### src/common/host_port_pkg.sv
/*
  constants shared by the parallel host port: bus widths, field positions,
  reset values and the pin synchroniser layout.
  assumes a single core clock; the pin_sync_if interface is the only other thing shared between files.
*/
package host_port_pkg;

  // ***********************************************************************
  // data bus
  // ***********************************************************************
  localparam int unsigned DATA_W     = 13;
  localparam int unsigned NARROW_W   = 8;

  // ***********************************************************************
  // configuration word fields
  // ***********************************************************************
  localparam int unsigned CFG_WIDTH_BIT = 3;
  localparam int unsigned CFG_SYNC_BIT  = 4;

  // ***********************************************************************
  // pin bundle layout seen by the synchroniser
  // ***********************************************************************
  localparam int unsigned PIN_WR     = DATA_W;
  localparam int unsigned PIN_RD     = DATA_W + 1;
  localparam int unsigned PIN_CS     = DATA_W + 2;
  localparam int unsigned PIN_SYNC   = DATA_W + 3;
  localparam int unsigned PIN_STRAP  = DATA_W + 4;
  localparam int unsigned PIN_W      = DATA_W + 5;

  // strobes and select idle high, data idle low, strap and sync idle low
  localparam logic [PIN_W-1:0] PIN_RST = 18'h0e000;

  // ***********************************************************************
  // reset values and timing counts
  // ***********************************************************************
  localparam logic [DATA_W-1:0] DATA_RST = 13'h0000;
  localparam int unsigned SYNC_DEPTH     = 3;
  // clean value settles one edge after the third stage has filled
  localparam logic [2:0]  STRAP_WAIT     = 3'h4;
  localparam int unsigned CLK_PERIOD_NS  = 50;

endpackage : host_port_pkg

### src/common/pin_sync_if.sv
/*
  carrier between the port logic and its pin synchroniser.
  assumes both ends run on the same core clock.
*/
`timescale 1ns/10ps
interface pin_sync_if #(
  parameter int unsigned W = 18
);
  logic [W-1:0] raw;
  logic [W-1:0] clean;

  modport filter (input raw, output clean);
  modport user   (output raw, input clean);
endinterface : pin_sync_if

### src/verilog/host_port.sv
/*
  parallel host port of a sampling converter: strobed read and write of a
  13-bit bus with reads narrowable to 8 bits, write-edge strap, sync pin, ready pin.
  assumes the converter core supplies the configuration word, the read
  word and one-cycle begin/end pulses, all on core_clk; every pin is
  asynchronous and is synchronised here. the testbench resolves the wires.
*/
`timescale 1ns/10ps

// Summary of operation
// - strap at power-up picks write latch edge
// - cfg bit 4 set: sync rise starts hold
// - cfg bit 4 clear: sync shows conversion
// - cfg bit 3 picks 8 or 13 read lines; writes always take all 13
// - 13-bit bus, line twelve most significant
// - write buffers on while write and select low
// - drive data while read and select low
// - active-low ready marks function begin and end
module host_port
  import host_port_pkg::*;
#(
  parameter int unsigned DW = host_port_pkg::DATA_W,
  parameter int unsigned NW = host_port_pkg::NARROW_W
) (
  // clock and reset
  input  wire logic                             core_clk,
  input  wire logic                             rst_n,
  // host strobes
  input  wire logic                             cs_n,
  input  wire logic                             rd_n,
  input  wire logic                             wr_n,
  // power-up strap
  input  wire logic                             write_edge_strap,
  // data lines, split into three signals
  input  wire logic [host_port_pkg::DATA_W-1:0] data_in,
  output logic      [host_port_pkg::DATA_W-1:0] data_out,
  output logic      [host_port_pkg::DATA_W-1:0] data_oe,
  // sync pin, split into three signals
  input  wire logic                             sync_in,
  output logic                                  sync_out,
  output logic                                  sync_oe,
  // ready pin
  output logic                                  rdy_n,
  // converter core side
  input  wire logic [host_port_pkg::DATA_W-1:0] cfg_word,
  input  wire logic [host_port_pkg::DATA_W-1:0] rd_word,
  input  wire logic                             conv_begin,
  input  wire logic                             conv_end,
  input  wire logic                             func_begin,
  input  wire logic                             func_end,
  output logic      [host_port_pkg::DATA_W-1:0] wr_word,
  output logic                                  wr_pulse,
  output logic                                  hold_start,
  output logic                                  strap_ready,
  output logic                                  latch_on_fall
);
  import host_port_pkg::*;

  if (DW != DATA_W || NW != NARROW_W || NW > DW) begin : g_bad_width
    $error("host_port: bus widths must be 13 and 8");
  end

  // ***********************************************************************
  // strobe decode, shared by read and write paths
  // ***********************************************************************
  function automatic logic strobe_on(input logic sel_n, input logic stb_n);
    strobe_on = !sel_n && !stb_n;
  endfunction : strobe_on

  // ***********************************************************************
  // pin synchronisation
  // ***********************************************************************
  pin_sync_if #(.W(PIN_W)) pins_if ();

  assign pins_if.raw = {write_edge_strap, sync_in, cs_n, rd_n, wr_n,
                        data_in};

  pin_sync #(
    .W       (PIN_W),
    .RST_VAL (PIN_RST)
  ) u_sync (
    .core_clk (core_clk),
    .rst_n    (rst_n),
    .pins     (pins_if.filter)
  );

  logic              cs_n_c, rd_n_c, wr_n_c, sync_c, strap_c;
  logic [DW-1:0]     data_c;

  assign data_c  = pins_if.clean[DW-1:0];
  assign wr_n_c  = pins_if.clean[PIN_WR];
  assign rd_n_c  = pins_if.clean[PIN_RD];
  assign cs_n_c  = pins_if.clean[PIN_CS];
  assign sync_c  = pins_if.clean[PIN_SYNC];
  assign strap_c = pins_if.clean[PIN_STRAP];

  // ***********************************************************************
  // strap capture after reset release
  // ***********************************************************************
  // caught once the synchroniser has filled; later changes are ignored,
  // so a strap moved after the capture has no effect until the next reset
  logic [2:0] strap_cnt_q, strap_cnt_d;
  logic       strap_done_q, strap_done_d;
  logic       fall_mode_q, fall_mode_d;

  always_comb begin
    strap_cnt_d  = strap_cnt_q;
    strap_done_d = strap_done_q;
    fall_mode_d  = fall_mode_q;
    if (!strap_done_q) begin
      if (strap_cnt_q == STRAP_WAIT) begin
        strap_done_d = 1'b1;
        fall_mode_d  = strap_c;
      end else begin
        strap_cnt_d = strap_cnt_q + 3'h1;
      end
    end
  end

  always_ff @(posedge core_clk or negedge rst_n) begin
    if (!rst_n) begin
      strap_cnt_q  <= 3'h0;
      strap_done_q <= 1'b0;
      fall_mode_q  <= 1'b0;
    end else begin
      strap_cnt_q  <= strap_cnt_d;
      strap_done_q <= strap_done_d;
      fall_mode_q  <= fall_mode_d;
    end
  end

  // ***********************************************************************
  // write path
  // ***********************************************************************
  logic          wr_act, wr_act_q;
  logic [DW-1:0] wr_hold_q, wr_hold_d;
  logic [DW-1:0] wr_word_q, wr_word_d;
  logic          wr_pulse_q, wr_pulse_d;

  assign wr_act = strobe_on(cs_n_c, wr_n_c);

  always_comb begin
    wr_hold_d  = wr_hold_q;
    wr_word_d  = wr_word_q;
    wr_pulse_d = 1'b0;
    // input buffers only look at the lines inside the window
    if (wr_act) wr_hold_d = data_c;
    if (strap_done_q) begin
      if (fall_mode_q && wr_act && !wr_act_q) begin
        wr_word_d  = data_c;
        wr_pulse_d = 1'b1;
      end else if (!fall_mode_q && !wr_act && wr_act_q) begin
        // last value seen inside the window, so hold time past the
        // rising strobe is not needed
        wr_word_d  = wr_hold_q;
        wr_pulse_d = 1'b1;
      end
    end
  end

  always_ff @(posedge core_clk or negedge rst_n) begin
    if (!rst_n) begin
      wr_act_q   <= 1'b0;
      wr_hold_q  <= DATA_RST;
      wr_word_q  <= DATA_RST;
      wr_pulse_q <= 1'b0;
    end else begin
      wr_act_q   <= wr_act;
      wr_hold_q  <= wr_hold_d;
      wr_word_q  <= wr_word_d;
      wr_pulse_q <= wr_pulse_d;
    end
  end

  // ***********************************************************************
  // read path and data line enables
  // ***********************************************************************
  logic          rd_act;
  logic          wide;
  logic [DW-1:0] data_out_q, data_out_d;
  logic [DW-1:0] data_oe_q, data_oe_d;

  assign rd_act = strobe_on(cs_n_c, rd_n_c);
  assign wide   = cfg_word[CFG_WIDTH_BIT];

  always_comb begin
    data_out_d = data_out_q;
    if (rd_act) data_out_d = rd_word;
  end

  // low lines always join a read, high lines only in wide mode
  for (genvar g = 0; g < DW; g++) begin : g_lane
    if (g < NW) begin : g_low
      assign data_oe_d[g] = rd_act;
    end else begin : g_high
      assign data_oe_d[g] = rd_act && wide;
    end
  end

  always_ff @(posedge core_clk or negedge rst_n) begin
    if (!rst_n) begin
      data_out_q <= DATA_RST;
      data_oe_q  <= '0;
    end else begin
      data_out_q <= data_out_d;
      data_oe_q  <= data_oe_d;
    end
  end

  // ***********************************************************************
  // sync pin
  // ***********************************************************************
  logic sync_in_mode;
  logic sync_prev_q, sync_prev_d;
  logic sync_out_q, sync_out_d;
  logic sync_oe_q, sync_oe_d;
  logic hold_q, hold_d;

  assign sync_in_mode = cfg_word[CFG_SYNC_BIT];

  always_comb begin
    sync_prev_d = sync_c;
    sync_oe_d   = !sync_in_mode;
    hold_d      = sync_in_mode && sync_c && !sync_prev_q;
    sync_out_d  = sync_out_q;
    // a begin in the same cycle as an end wins: the new conversion runs
    if (conv_end) sync_out_d = 1'b0;
    if (conv_begin) sync_out_d = 1'b1;
  end

  always_ff @(posedge core_clk or negedge rst_n) begin
    if (!rst_n) begin
      sync_prev_q <= 1'b0;
      sync_out_q  <= 1'b0;
      sync_oe_q   <= 1'b0;
      hold_q      <= 1'b0;
    end else begin
      sync_prev_q <= sync_prev_d;
      sync_out_q  <= sync_out_d;
      sync_oe_q   <= sync_oe_d;
      hold_q      <= hold_d;
    end
  end

  // ***********************************************************************
  // ready pin
  // ***********************************************************************
  logic rdy_n_q, rdy_n_d;

  always_comb begin
    rdy_n_d = !(func_begin || func_end);
  end

  always_ff @(posedge core_clk or negedge rst_n) begin
    if (!rst_n) begin
      rdy_n_q <= 1'b1;
    end else begin
      rdy_n_q <= rdy_n_d;
    end
  end

  // ***********************************************************************
  // outputs
  // ***********************************************************************
  assign data_out      = data_out_q;
  assign data_oe       = data_oe_q;
  assign sync_out      = sync_out_q;
  assign sync_oe       = sync_oe_q;
  assign rdy_n         = rdy_n_q;
  assign wr_word       = wr_word_q;
  assign wr_pulse      = wr_pulse_q;
  assign hold_start    = hold_q;
  assign strap_ready   = strap_done_q;
  assign latch_on_fall = fall_mode_q;

endmodule : host_port

### src/verilog/pin_sync.sv
/*
  three-stage synchroniser for a bundle of pins; a bit of the clean
  value changes only once stages two and three agree.
  assumes raw pins are asynchronous to core_clk.
*/
`timescale 1ns/10ps
module pin_sync #(
  parameter int unsigned  W       = 18,
  parameter logic [W-1:0] RST_VAL = '0
) (
  // clock and reset
  input  wire logic       core_clk,
  input  wire logic       rst_n,
  // pins in, filtered value out
  pin_sync_if.filter      pins
);

  logic [W-1:0] s1_q, s2_q, s3_q, clean_q;
  logic [W-1:0] clean_d;

  if (W < 1) begin : g_bad_width
    $error("pin_sync: width must be at least one");
  end

  // ***********************************************************************
  // stage one is read by stage two only
  // ***********************************************************************
  always_comb begin
    clean_d = clean_q;
    for (int i = 0; i < W; i++) begin
      if (s2_q[i] == s3_q[i]) clean_d[i] = s3_q[i];
    end
  end

  always_ff @(posedge core_clk or negedge rst_n) begin
    if (!rst_n) begin
      s1_q    <= RST_VAL;
      s2_q    <= RST_VAL;
      s3_q    <= RST_VAL;
      clean_q <= RST_VAL;
    end else begin
      s1_q    <= pins.raw;
      s2_q    <= s1_q;
      s3_q    <= s2_q;
      clean_q <= clean_d;
    end
  end

  assign pins.clean = clean_q;

endmodule : pin_sync

### config.mk
export PLATFORM = sky130hd
export DESIGN_NAME = host_port
export DESIGN_NICKNAME = d
export VERILOG_FILES = /design/src/common/host_port_pkg.sv /design/src/common/pin_sync_if.sv /design/src/verilog/host_port.sv /design/src/verilog/pin_sync.sv
export SDC_FILE = /design/constraint.sdc
export NUM_CORES = 1
export LEC_CHECK = 0
export BUFFER_PORTS_ARGS = -buffer_cell sky130_fd_sc_hd__buf_4
export CAP_MARGIN = 25
export CORE_MARGIN = 1
export CORE_UTILIZATION = 40
export CTS_CLUSTER_DIAMETER = 200
export CTS_CLUSTER_SIZE = 14
export DETAILED_ROUTE_END_ITERATION = 6
export GPL_ROUTABILITY_DRIVEN = 0
export PLACE_DENSITY = 0.61
export SYNTH_ARGS = -nofsm -noshare
export SYNTH_HDL_FRONTEND = slang
export SYNTH_SLANG_ARGS = --single-unit
### constraint.sdc
create_clock -name core_clk -period 1.6 [get_ports core_clk]
set_input_delay 0.48 -clock core_clk [delete_from_list [all_inputs] [get_ports core_clk]]
set_output_delay 0.48 -clock core_clk [all_outputs]
set_load 0.05 [all_outputs]
### Yosys cells after proc, flatten, opt, wreduce, memory -nomap -nowiden

Cells that the tools add are included.

* multiplexer cells: 9
* reductions and logical operators: 24
* bitwise gates (word level): 2
* eq/ne operators: 19
* add/subtract/negate cells: 1

Operators by type and width (count)
* two-way mux 13 bit: 2
* equality test 1 bit: 18
* logical AND 1 bit: 9
* logical NOT 1 bit: 9
* two-way mux 1 bit: 7
* AND reduction 2 bit: 3
* nonzero test 2 bit: 2
* adder 3 x 1 -> 3 bit (second input constant): 1
* equality test 3 bit (second input constant): 1
* NOT 1 bit: 2
* logical OR 1 bit: 1

* flip-flop bits (word level): 132
* bits of input ports: 50
* logic and storage cells: 90

### Logic depth before layout (Yosys ltp)

Gate-level depths: netlist of the first run.

* depth in word-level cells: 8
* gate-level depth with buffers: 5
* mapped depth without buffers: 5

### Hierarchy

A second synthesis of the first run with hierarchy kept.

* cell total of the unflattened synthesis: 237
* area, all modules: 4270.3 sq um

By module, submodules not included
* host_port: instances 1, sequential area each 1327.5 sq um, area each 2250.9 sq um, cells an instance 147
* pin_sync: instances 1, sequential area each 1816.7 sq um, area each 2019.4 sq um, cells an instance 90

### Worst setup path after synthesis of the first run

Ideal clock, no wire load.

* kind: reg-to-reg
* start point: register fall_mode_q (netlist: latch_on_fall)
* end point: register wr_word_q[10] (netlist: wr_word[10])
* setup slack: -411 ps
* library setup time: 125 ps
* buffers on the path: 1
* required time: 1475 ps
* stages on the path, launching flop included: 5
* period minus slack after synthesis: 2011 ps
* arrival: 1886 ps
* path through: dfrtp_1 -> nor4b_4 -> buf_6 -> mux2_2 -> mux2_4

* longest elaborated chain between the ends: 5
* elaborated cells between the ends (all ways): 8
* those cells by class: mux: 1; reduce/logical: 7

RTL lines
* start, declared: line host_port.sv:104 `logic fall_mode_q, fall_mode_d;`
* start signal, assigned: line host_port.sv:128 `fall_mode_q <= fall_mode_d;`
* logical NOT 1 bit: line host_port.sv:152 `end else if (!fall_mode_q && !wr_act && wr_act_q) begin`
* logical AND 1 bit (2 in a row): line host_port.sv:152
* nonzero test 2 bit (no line)
* AND reduction 2 bit (no line)
* end signal, assigned: line host_port.sv:170 `wr_word_q <= wr_word_d;`
* end, declared: line host_port.sv:137 `logic [DW-1:0] wr_word_q, wr_word_d;`

Several ways; a longest one is shown, not always the timed one.
A chain may end at the register's enable or synchronous reset.

==> results of run 1 <==
[worst paths after layout]
path / startpoint / endpoint / slack, ns / cells after the start
setup / recovery: data_oe[7] / data_oe[3] / -0.09 / 1
hold / removal: data_in[6] / u_sync.s1_q[6] / 0.08 / 1
setup reg to reg: u_sync.pins.clean[15] / wr_word[11] / -0.07 / 4
hold reg to reg: u_sync.s1_q[0] / u_sync.s2_q[0] / 0.35 / 0
max in group asynchronous: rst_n / u_sync.s2_q[13] / 0.66 / 3
min in group asynchronous: rst_n / u_sync.s1_q[11] / 0.42 / 2
[timing repair]
| action | 4_1_cts | 5_1_grt |
|---|---|---|
| hold buffers | 1 | 0 |
| resized for setup | 38 | 13 |
| pin swaps | 1 | 1 |
| setup buffers | 4 | 1 |
| hold endpoints to repair | 27 | 0 |
| endpoints found under the setup margin | 33 | 36 |
[registers in the layout, indices dropped and copies added, names as in the netlist]
signal,count
sync_out,1
strap_cnt_q,3
data_oe,2
wr_hold_q,13
rdy_n,1
u_sync.pins.clean,18
hold_start,1
u_sync.s3_q,18
latch_on_fall,1
u_sync.s1_q,18
sync_prev_q,1
data_out,13
strap_ready,1
u_sync.s2_q,18
sync_oe,1
wr_pulse,1
wr_act_q,1
wr_word,13
[synth_stat cells (all sizes together)]
library cell,n
a21o,1
a21oi,1
and2,1
buf,15
dfrtp,112
dfstp,13
ha,2
inv,6
maj3,18
mux2,53
nand2,4
nor2,5
nor3b,1
nor4b,1
o21ai,2
xnor2,2
[layout by cell type, fill, tap and decap left out, drive strengths merged]
| cell type | n |
|---|---|
| xnor2 | 2 |
| mux2 | 53 |
| maj3 | 18 |
| clkinv | 1 |
| nor4b | 1 |
| and2 | 1 |
| a21o | 1 |
| buf | 100 |
| a21oi | 1 |
| dfrtp | 112 |
| o21ai | 2 |
| nor2 | 5 |
| inv | 6 |
| nor3b | 1 |
| nand2 | 4 |
| ha | 2 |
| dfstp | 13 |
| clkbuf | 27 |
| dlygate4sd3 | 1 |
| bufinv | 4 |
[metal layers]
metal	up-vias	routed length [µm]
met5	-	0
met4	0	151
met2	60	3080
met3	13	334
met1	1077	2940
li1	1000	-
[metrics by stage]
step	hold slack [ns]	setup TNS [ns]	cell area [µm²]
5_1_grt	0.0495	-2.91	5950
4_1_cts	0.0539	-1.50	5890
3_3_place_gp	0.333	-4.21	5060
2_1_floorplan	0.184	-2.75	4250
3_5_place_dp	0.335	-1.03	5070
6_report	0.0785	-1.20	5950
[logic make-up after synthesis]
family,Yosys count,synth area share (%)
flops,125,74.0
mux,53,14.8
buf+inv,21,3.24
fa+ha+maj,20,4.83
simple gates,12,1.86
compound gates,4,0.795
xor+xnor,2,0.412
[final cells by class]
cell class / instances / area [µm²] / share of cell area (%)
flip-flops and latches: 125 / 3150 / 52.9
multi-input cells: 91 / 1030 / 17.2
repair buffers: 101 / 935 / 15.7
clock buffers: 27 / 522 / 8.77
well taps: 136 / 170 / 2.86
clock inverters: 5 / 125 / 2.10
inverters: 6 / 22.5 / 0.379
[where the power goes]
part	switching (mW)	internal, mW
clock	1.25	2.82
combinational	1.42	1.12
sequential	0.309	3.66
total	2.98	7.60
==> reports/qor.txt, run 1 <==
Dpl hpwl -> 4090 µm
Non-Filler Instances -> 491
Cell accounting for the most synthesized area -> dfrtp_1
CTS clk-pin slew, worst paths -> 0.05 ns
Largest net degree at the start of global routing -> 36
Failing checks -> negative setup slack
Final core utilization -> 57.6%
Vias in the first global route -> 2258
Slowest cell on the critical path -> dfrtp_2
Hold Vio Cnt, Final -> 0
Syn Area/Cell -> 17.9 µm²
Startpoint Class -> flop
Initial Util -> 41.1%
Final period util -> 105%
Area Growth Syn to Fin -> 40.1%
Final setup fails -> 23
DR iter-0 viols -> 28
# DRC -> 0
First-pass GRT wire length -> 10900 µm
Max cap viols -> 0
TritonCTS Sinks -> 125
CP cell instances -> buf_4
CP max stage delay -> 0.47 ns
Syn. warnings -> 0
Synth Register Bits -> 125
Critical path class -> reg -> out
Wirelength per Cell -> 13.3 µm
Worst skew pair latency -> 0.51 ns
Final WL -> 6510 µm
Power per Cell Area -> 1780 mW/mm²
Pre-CTS WS -> -0.0972 ns
Max Root-Sink Buffers -> 2
Max-slew headroom -> 74.8%
Arrival @ worst endpoint -> 1.21 ns
Die W -> 105 µm
GR Util met3 -> 5.18%
Total die area -> 0.0110 mm²
Syn Nets -> 289
I/O Buffers -> 84
Core Region -> 0.0103 mm²
Die Span Y -> 105 µm
Root Buffer -> clkbuf_8
Lkg Pwr -> 2.74 nW
Status -> complete, but fails checks
RSZ-0062 raised after global routing -> true
Worst Max-Slew Pin Slew -> 0.378 ns
Row count -> 37
PnR worst setup slack -> -0.0863 ns
Via density -> 4.38
Area contributors post-synth -> dfrtp_1 66%, mux2_2 12%, dfstp_2 8.0%, maj3_1 4.2%, mux2_4 3.2%
M1 GR Usage -> 16.6%
H-tree depth -> 4
Nets -> 394
Antenna violations before repair -> 0
Setup Skew -> 0.00742 ns
CP Capture Type -> primary output
Synth top area share -> 66.0%
Cts bufs inserted -> 17
Max IR drop VDD -> 1.04 mV
Fill count -> 816
Post-Syn Area -> 0.00425 mm²
Final count of pins violating max slew -> 0
Final ANT Viol Nets -> 0
Tmin final -> 1.69 ns
Layout cells sized above 1 -> 57.5%
Worst EP required -> 1.12 ns
Hold Path Class -> in -> reg
Gr busiest metal -> met2
F_max -> 0.593 GHz
CP Buf/Inv Count -> 1
Register area share after synthesis -> 74.0%
Total gr overflow -> 0
Final Total Pwr -> 10.6 mW
CP delay by family, top -> flip-flops
Global-route met2 utilization -> 19.3%
Cells after DPL -> 453
CP max FO -> 8
DR pass1 iterations -> 3
CTS tree -> done
Synth Instances -> 237
Library cells used by synthesis -> 21
I/O Pins -> 96
Vias -> 2150
Total track usage -> 13.2%
Ant. Diodes -> 0
No activity file was read; power rests on OpenSTA's default activity.
==> inputs of run 2 (changes only) <==
Settings changed: CORE_UTILIZATION 40 to 33, PLACE_DENSITY 0.61 to 0.52.
==> run 2 against run 1 <==
Net effect:
- the flow still finishes with violations (negative setup slack)
- count of clock-buffer cells in the layout decreased by 2
- clock power down 8.8%
- final cell count is 6.7% higher
- sequential share of layout area grew 1.3 points
==> reports/qor.txt, run 2 (synthesis results as in run 1) <==
CP max FO -> 6 (-2)
Row count -> 41 (+11%)
CTS clk-pin slew, worst paths -> 0.06 ns (about the same)
CP cell instances -> nor4b_4 -> buf_6 -> mux2_4 -> mux2_4
Max cap viols -> 0 (unchanged)
RSZ-0062 raised after global routing -> true
Wirelength per Cell -> 12.7 µm (-4.3%)
Arrival @ worst endpoint -> 1.96 ns (+0.75 ns)
Lkg Pwr -> 2.66 nW (-2.9%)
DR pass1 iterations -> 3 (unchanged)
Setup crit start -> u_sync.pins.clean[13]
F_max -> 0.599 GHz (+1.1%)
Antenna violations before repair -> 0 (unchanged)
Hold path cells -> 1 (unchanged)
Final setup fails -> 13 (-43%)
Cts bufs inserted -> 17 (unchanged)
H-tree depth -> 4 (unchanged)
Vias in the first global route -> 2386 (+5.7%)
Most frequent CP cell -> mux2_4
# DRC -> 0 (unchanged)
Metal2 WL -> 3120 µm (+1.0%)
CP max stage delay -> 0.39 ns (-0.08 ns)
Via density -> 4.09 (-6.5%)
Vias -> 2145 (-0.23%)
Nets -> 391 (-0.76%)
Routed wl met3 -> 434 µm (+30%)
Total track usage -> 12.0% (-1.2 points)
Setup Skew -> 0.00628 ns (-0.00114 ns)
Dpl hpwl -> 4310 µm (+5.4%)
I/O Buffers -> 84 (unchanged)
Total die area -> 0.0133 mm² (+21%)
Commonest non-fill, non-tap cells in the layout -> 110 x dfrtp_1, 87 x buf_4, 31 x mux2_2, 22 x mux2_4, 18 x maj3_1
Die Span Y -> 115 µm (+9.9%)
Depth of the worst register-to-register path -> 4 (unchanged)
Largest net degree at the start of global routing -> 42 (+17%)
Hold Vio Cnt, Final -> 0 (unchanged)
Core Region -> 0.0126 mm² (+22%)
Startpoint Class -> flop
Hold Path Class -> in -> reg
Final ANT Viol Nets -> 0 (unchanged)
Critical path class -> reg -> reg
Max IR drop VDD -> 0.732 mV (-30%)
Min-Delay Endpoint -> u_sync.s1_q[0]
Worst Max-Slew Pin Slew -> 0.386 ns (+0.00805 ns)
Final WL -> 6660 µm (+2.2%)
Initial Util -> 33.8% (-7.3 points)
First-pass GRT wire length -> 11400 µm (+4.6%)
Reg2Reg Launch Point -> u_sync.pins.clean[13]
Power per Cell Area -> 1740 mW/mm² (-2.3%)
Total gr overflow -> 0 (unchanged)
TritonCTS Sinks -> 125 (unchanged)
DRT met1 WL -> 2950 µm (+0.27%)
Ant. Diodes -> 0 (unchanged)
Crit Reg-Reg Endpoint -> wr_word[11]
Non-Filler Instances -> 524 (+6.7%)
I/O Pins -> 96 (unchanged)
CP Capture Type -> flop
Fill count -> 1120 (+37%)
Reg-to-reg setup timing slack -> -0.07 ns (about the same)
Commonest non-fill, non-tap cell in the layout -> dfrtp_1
DR iter-0 viols -> 34 (+21%)
Pre-CTS WS -> -0.144 ns (-0.0471 ns)
PnR worst setup slack -> -0.0683 ns (+0.0180 ns)
Status -> complete, but fails checks
Worst EP required -> 1.89 ns (+0.77 ns)
Worst skew pair latency -> 0.41 ns (-0.10 ns)
Area Growth Syn to Fin -> 36.5%
Slowest cell on the critical path -> dfstp_2
Top Layer Used -> met4
Final period util -> 104% (-1.1 points)
CTS tree -> done
Max-slew headroom -> 74.2% (-0.54 points)
Failing checks -> negative setup slack
Layout cells sized above 1 -> 56.3% (-1.2 points)
Min-delay src -> data_in[0]
Final hold slack -> 0.171 ns (+0.0926 ns)
Die W -> 115 µm (+9.9%)
Tmin final -> 1.67 ns (-0.0180 ns)
Final count of pins violating max slew -> 0 (unchanged)
Max Root-Sink Buffers -> 2 (unchanged)
Root Buffer -> clkbuf_16
Cells after DPL -> 490 (+8.2%)
[run 2: worst max-delay path by stage]
stage | cells past startpoint | end
after detailed placement | 4 | wr_word[11]
after CTS | 4 | wr_word[11]
after global routing | 4 | wr_word[0]
after global placement | 2 | data_out[7]
after floorplan | 4 | wr_word[10]
final | 4 | wr_word[11]
[run 2: layer usage]
layer  track usage [%]  vias to the layer above
li1                  -                      998
met1              14.2                     1074
met2              17.1                       60
met3              5.91                       13
met4              7.79                        0
met5                 0                        -
[run 2: report_power, final]
part | leakage, nW | switching [mW] | internal [mW]
Combinational | 0.923 | 1.41 | 1.00
Clock | 0.287 | 1.27 | 2.44
Sequential | 1.45 | 0.281 | 3.66
[run 2: critical path: cells and delay by family, from the launching register on]
kind | cells | cell delay [ns]
mux | 2 | 0.57
flops | 1 | 0.39
simple gates | 1 | 0.38
buf+inv | 1 | 0.21
[run 2: repair_timing]
action,in CTS,in global routing
setup buffers,1,0
pin swaps,1,0
hold buffers,1,0
resized for setup,19,2
setup endpoints to repair,25,23
endpoints found under the hold margin,25,0
[run 2: final cells by class]
cell class	instances	area (µm²)	share of cell area, %
Multi-Input combinational cell	91	1020	17.5
Sequential cell	125	3150	54.3
Clock inverter	7	87.6	1.51
Tap cell	172	215	3.71
Clock buffer	25	495	8.54
Timing Repair Buffer	98	815	14.0
Inverter	6	22.5	0.388
[run 2: through the flow]
stage | total power, mW | instance area [µm²] | util, % | setup TNS (ns)
global route | 10.5 | 5800 | 46.1 | -1.90
global placement | 6.32 | 5120 | 40.7 | -4.06
finish | 10.1 | 5800 | 46.1 | -0.556
CTS | 10.3 | 5790 | 46.1 | -0.739
detailed placement | 6.36 | 5120 | 40.8 | -1.24
floorplan | 5.58 | 4250 | - | -2.75
==> inputs of run 3 (changes only) <==
Settings changed: CORE_UTILIZATION 33 to 40, PLACE_DENSITY 0.52 to 0.61, SKIP_LAST_GASP set to 1.
==> run 3 against run 2 <==
Net effect:
- worst setup slack worse by 0.018 ns
- largest power group is now the clock network
- routed wire length fell by 2.2%
- clock skew rose by 0.0012 ns
- design area up 2.3%
- the run still ends with negative setup slack left
- combinational power rose by 4%
- final cell count down 6.5%
- critical endpoint is now data_oe[3]
- die area down 17%
- highest routed layer unchanged
- fmax down 1.1%
- non-clock buffer count rose by 2
==> reports/qor.txt, run 3 (synthesis results as in run 1) <==
Status -> complete, but fails checks
Failing checks -> negative setup slack
Die W -> 105 µm (-9.0%)
Commonest non-fill, non-tap cell in the layout -> dfrtp_1
P_int -> 7.59 mW (+6.8%)
CP cell instances -> buf_4
Max cap viols -> 0 (unchanged)
# DRC -> 0 (unchanged)
H-tree depth -> 4 (unchanged)
Pre-CTS WS -> -0.0972 ns (+0.0471 ns)
DR pass1 iterations -> 3 (unchanged)
Clock power frac -> 38.6% (+1.7 points)
Sequential power share -> 37.6% (-1.5 points)
Arrival @ worst endpoint -> 1.21 ns (-0.75 ns)
Row count -> 37 (-9.8%)
Vias -> 2143 (-0.093%)
Total track usage -> 13.2% (+1.2 points)
Final ANT Viol Nets -> 0 (unchanged)
CP delay by family, top -> flip-flops
Final count of pins violating max slew -> 0 (unchanged)
PnR worst setup slack -> -0.0862 ns (-0.0179 ns)
Vias in the first global route -> 2258 (-5.4%)
RSZ-0062 raised after global routing -> true
Max Root-Sink Buffers -> 2 (unchanged)
Startpoint Class -> flop
CTS clk-pin slew, worst paths -> 0.05 ns (about the same)
CP max stage delay -> 0.47 ns (+0.08 ns)
Max IR drop VDD -> 1.04 mV (+42%)
Lkg Pwr -> 2.73 nW (+2.7%)
I/O Pins -> 96 (unchanged)
Dpl hpwl -> 4090 µm (-5.1%)
Final core utilization -> 57.5% (+11 points)
Worst Max-Slew Pin Slew -> 0.378 ns (-0.00805 ns)
TritonCTS Sinks -> 125 (unchanged)
Core Region -> 0.0103 mm² (-18%)
Nets -> 393 (+0.51%)
Worst EP required -> 1.12 ns (-0.77 ns)
Root Buffer -> clkbuf_8
Die Span Y -> 105 µm (-9.0%)
Largest net degree at the start of global routing -> 36 (-14%)
Slowest cell on the critical path -> dfrtp_2
Layout cells sized above 1 -> 57.3% (+1.1 points)
Via density -> 4.37 (+6.8%)
Wirelength per Cell -> 13.3 µm (+4.6%)
Ant. Diodes -> 0 (unchanged)
Hold Path Class -> in -> reg
I/O Buffers -> 84 (unchanged)
First-pass GRT wire length -> 10900 µm (-4.4%)
Area Growth Syn to Fin -> 39.7%
Net switching power -> 2.97 mW (+0.32%)
Total die area -> 0.0110 mm² (-17%)
Antenna violations before repair -> 0 (unchanged)
CP Capture Type -> primary output
Final setup fails -> 23 (+10)
Hold Vio Cnt, Final -> 0 (unchanged)
Worst skew pair latency -> 0.51 ns (+0.10 ns)
F_max -> 0.593 GHz (-1.1%)
Sw Ratio -> 28.1% (-1.3 points)
Initial Util -> 41.1% (+7.3 points)
Power per Cell Area -> 1780 mW/mm² (+2.5%)
Total gr overflow -> 0 (unchanged)
Commonest non-fill, non-tap cells in the layout -> 108 x dfrtp_1, 66 x buf_4, 30 x mux2_2, 26 x buf_6, 23 x mux2_4
Critical path class -> reg -> out
Gate power share -> 23.9% (about the same)
Final period util -> 105% (+1.1 points)
Final WL -> 6510 µm (-2.2%)
Max-slew headroom -> 74.8% (+0.54 points)
Tmin final -> 1.69 ns (+0.0179 ns)
CP max FO -> 8 (+2)
CP Buf/Inv Count -> 1 (unchanged)
Setup Skew -> 0.00744 ns (+0.00116 ns)
CTS tree -> done
Cts bufs inserted -> 17 (unchanged)
DR iter-0 viols -> 27 (-21%)
[run 3: cell count changes in the layout (fill, tap and decap cells not counted), sizes merged]
cell      previous run  this run
buf                 97        99
bufinv               2         4
clkbuf              25        27
clkinv               4         1
clkinvlp             1         0
[run 3: worst paths after layout]
check	cells past startpoint	from	to	slack, ns
worst max-delay path	1	data_oe[7]	data_oe[3]	-0.09
worst min-delay path	1	data_in[6]	u_sync.s1_q[6]	0.08
worst max register to register	4	u_sync.pins.clean[13]	wr_word[11]	-0.07
worst min register to register	0	u_sync.s1_q[0]	u_sync.s2_q[0]	0.35
max in group asynchronous	3	rst_n	u_sync.s2_q[13]	0.66
min in group asynchronous	2	rst_n	u_sync.s1_q[11]	0.42
[run 3: per-layer routing]
| metal | vias to the layer above | share of wire, % | GRT usage, % |
|---|---|---|---|
| li1 | 998 | - | - |
| met1 | 1072 | 45 | 16.6 |
| met4 | 0 | 2.3 | 7.24 |
| met3 | 13 | 5.1 | 5.18 |
| met5 | - | 0 | 0 |
| met2 | 60 | 47 | 19.3 |
[run 3: what timing repair did]
action / in CTS / in global routing
pin swaps: 1 / 0
hold endpoints to repair: 27 / 0
buffers inserted: 4 / 0
gates resized for setup: 37 / 12
gates cloned: 0 / 0
hold buffers: 1 / 0
endpoints found under the setup margin: 33 / 45
[run 3: worst reg2reg max path: cells and delay by family, from the launching register on]
kind / cells / cell delay [ns]
muxes: 2 / 0.57
DFF: 1 / 0.38
and+or+nand+nor: 1 / 0.39
buffers and inverters: 1 / 0.21
[run 3: through the flow]
stage / setup TNS, ns / std cells / hold slack (ns) / power (mW) / area (µm²)
2_1_floorplan: -2.75 / 237 / 0.184 / 5.58 / 4250
3_3_place_gp: -4.21 / 452 / 0.333 / 6.30 / 5060
3_5_place_dp: -1.03 / 453 / 0.335 / 6.34 / 5070
4_1_cts: -1.71 / 490 / 0.0539 / 10.6 / 5890
5_1_grt: -2.87 / 490 / 0.0495 / 11.0 / 5930
6_report: -1.20 / 490 / 0.0786 / 10.6 / 5930
[run 3: final cells by class]
type / count / area (µm²)
repair buffers: 100 / 923
well taps: 136 / 170
inverters: 6 / 22.5
clock inverters: 5 / 125
multi-input cells: 91 / 1020
clock buffers: 27 / 522
flip-flops and latches: 125 / 3150
fillers: 817 / 4390
[run 3: power by group through the flow]
stage	clock network, mW	logic [mW]	registers, mW
detailed placement	0	2.36	3.99
global route	4.30	2.63	4.03
global placement	0	2.33	3.96
finish	4.07	2.52	3.97
floorplan	0	0.731	4.85
CTS	4.17	2.49	3.96
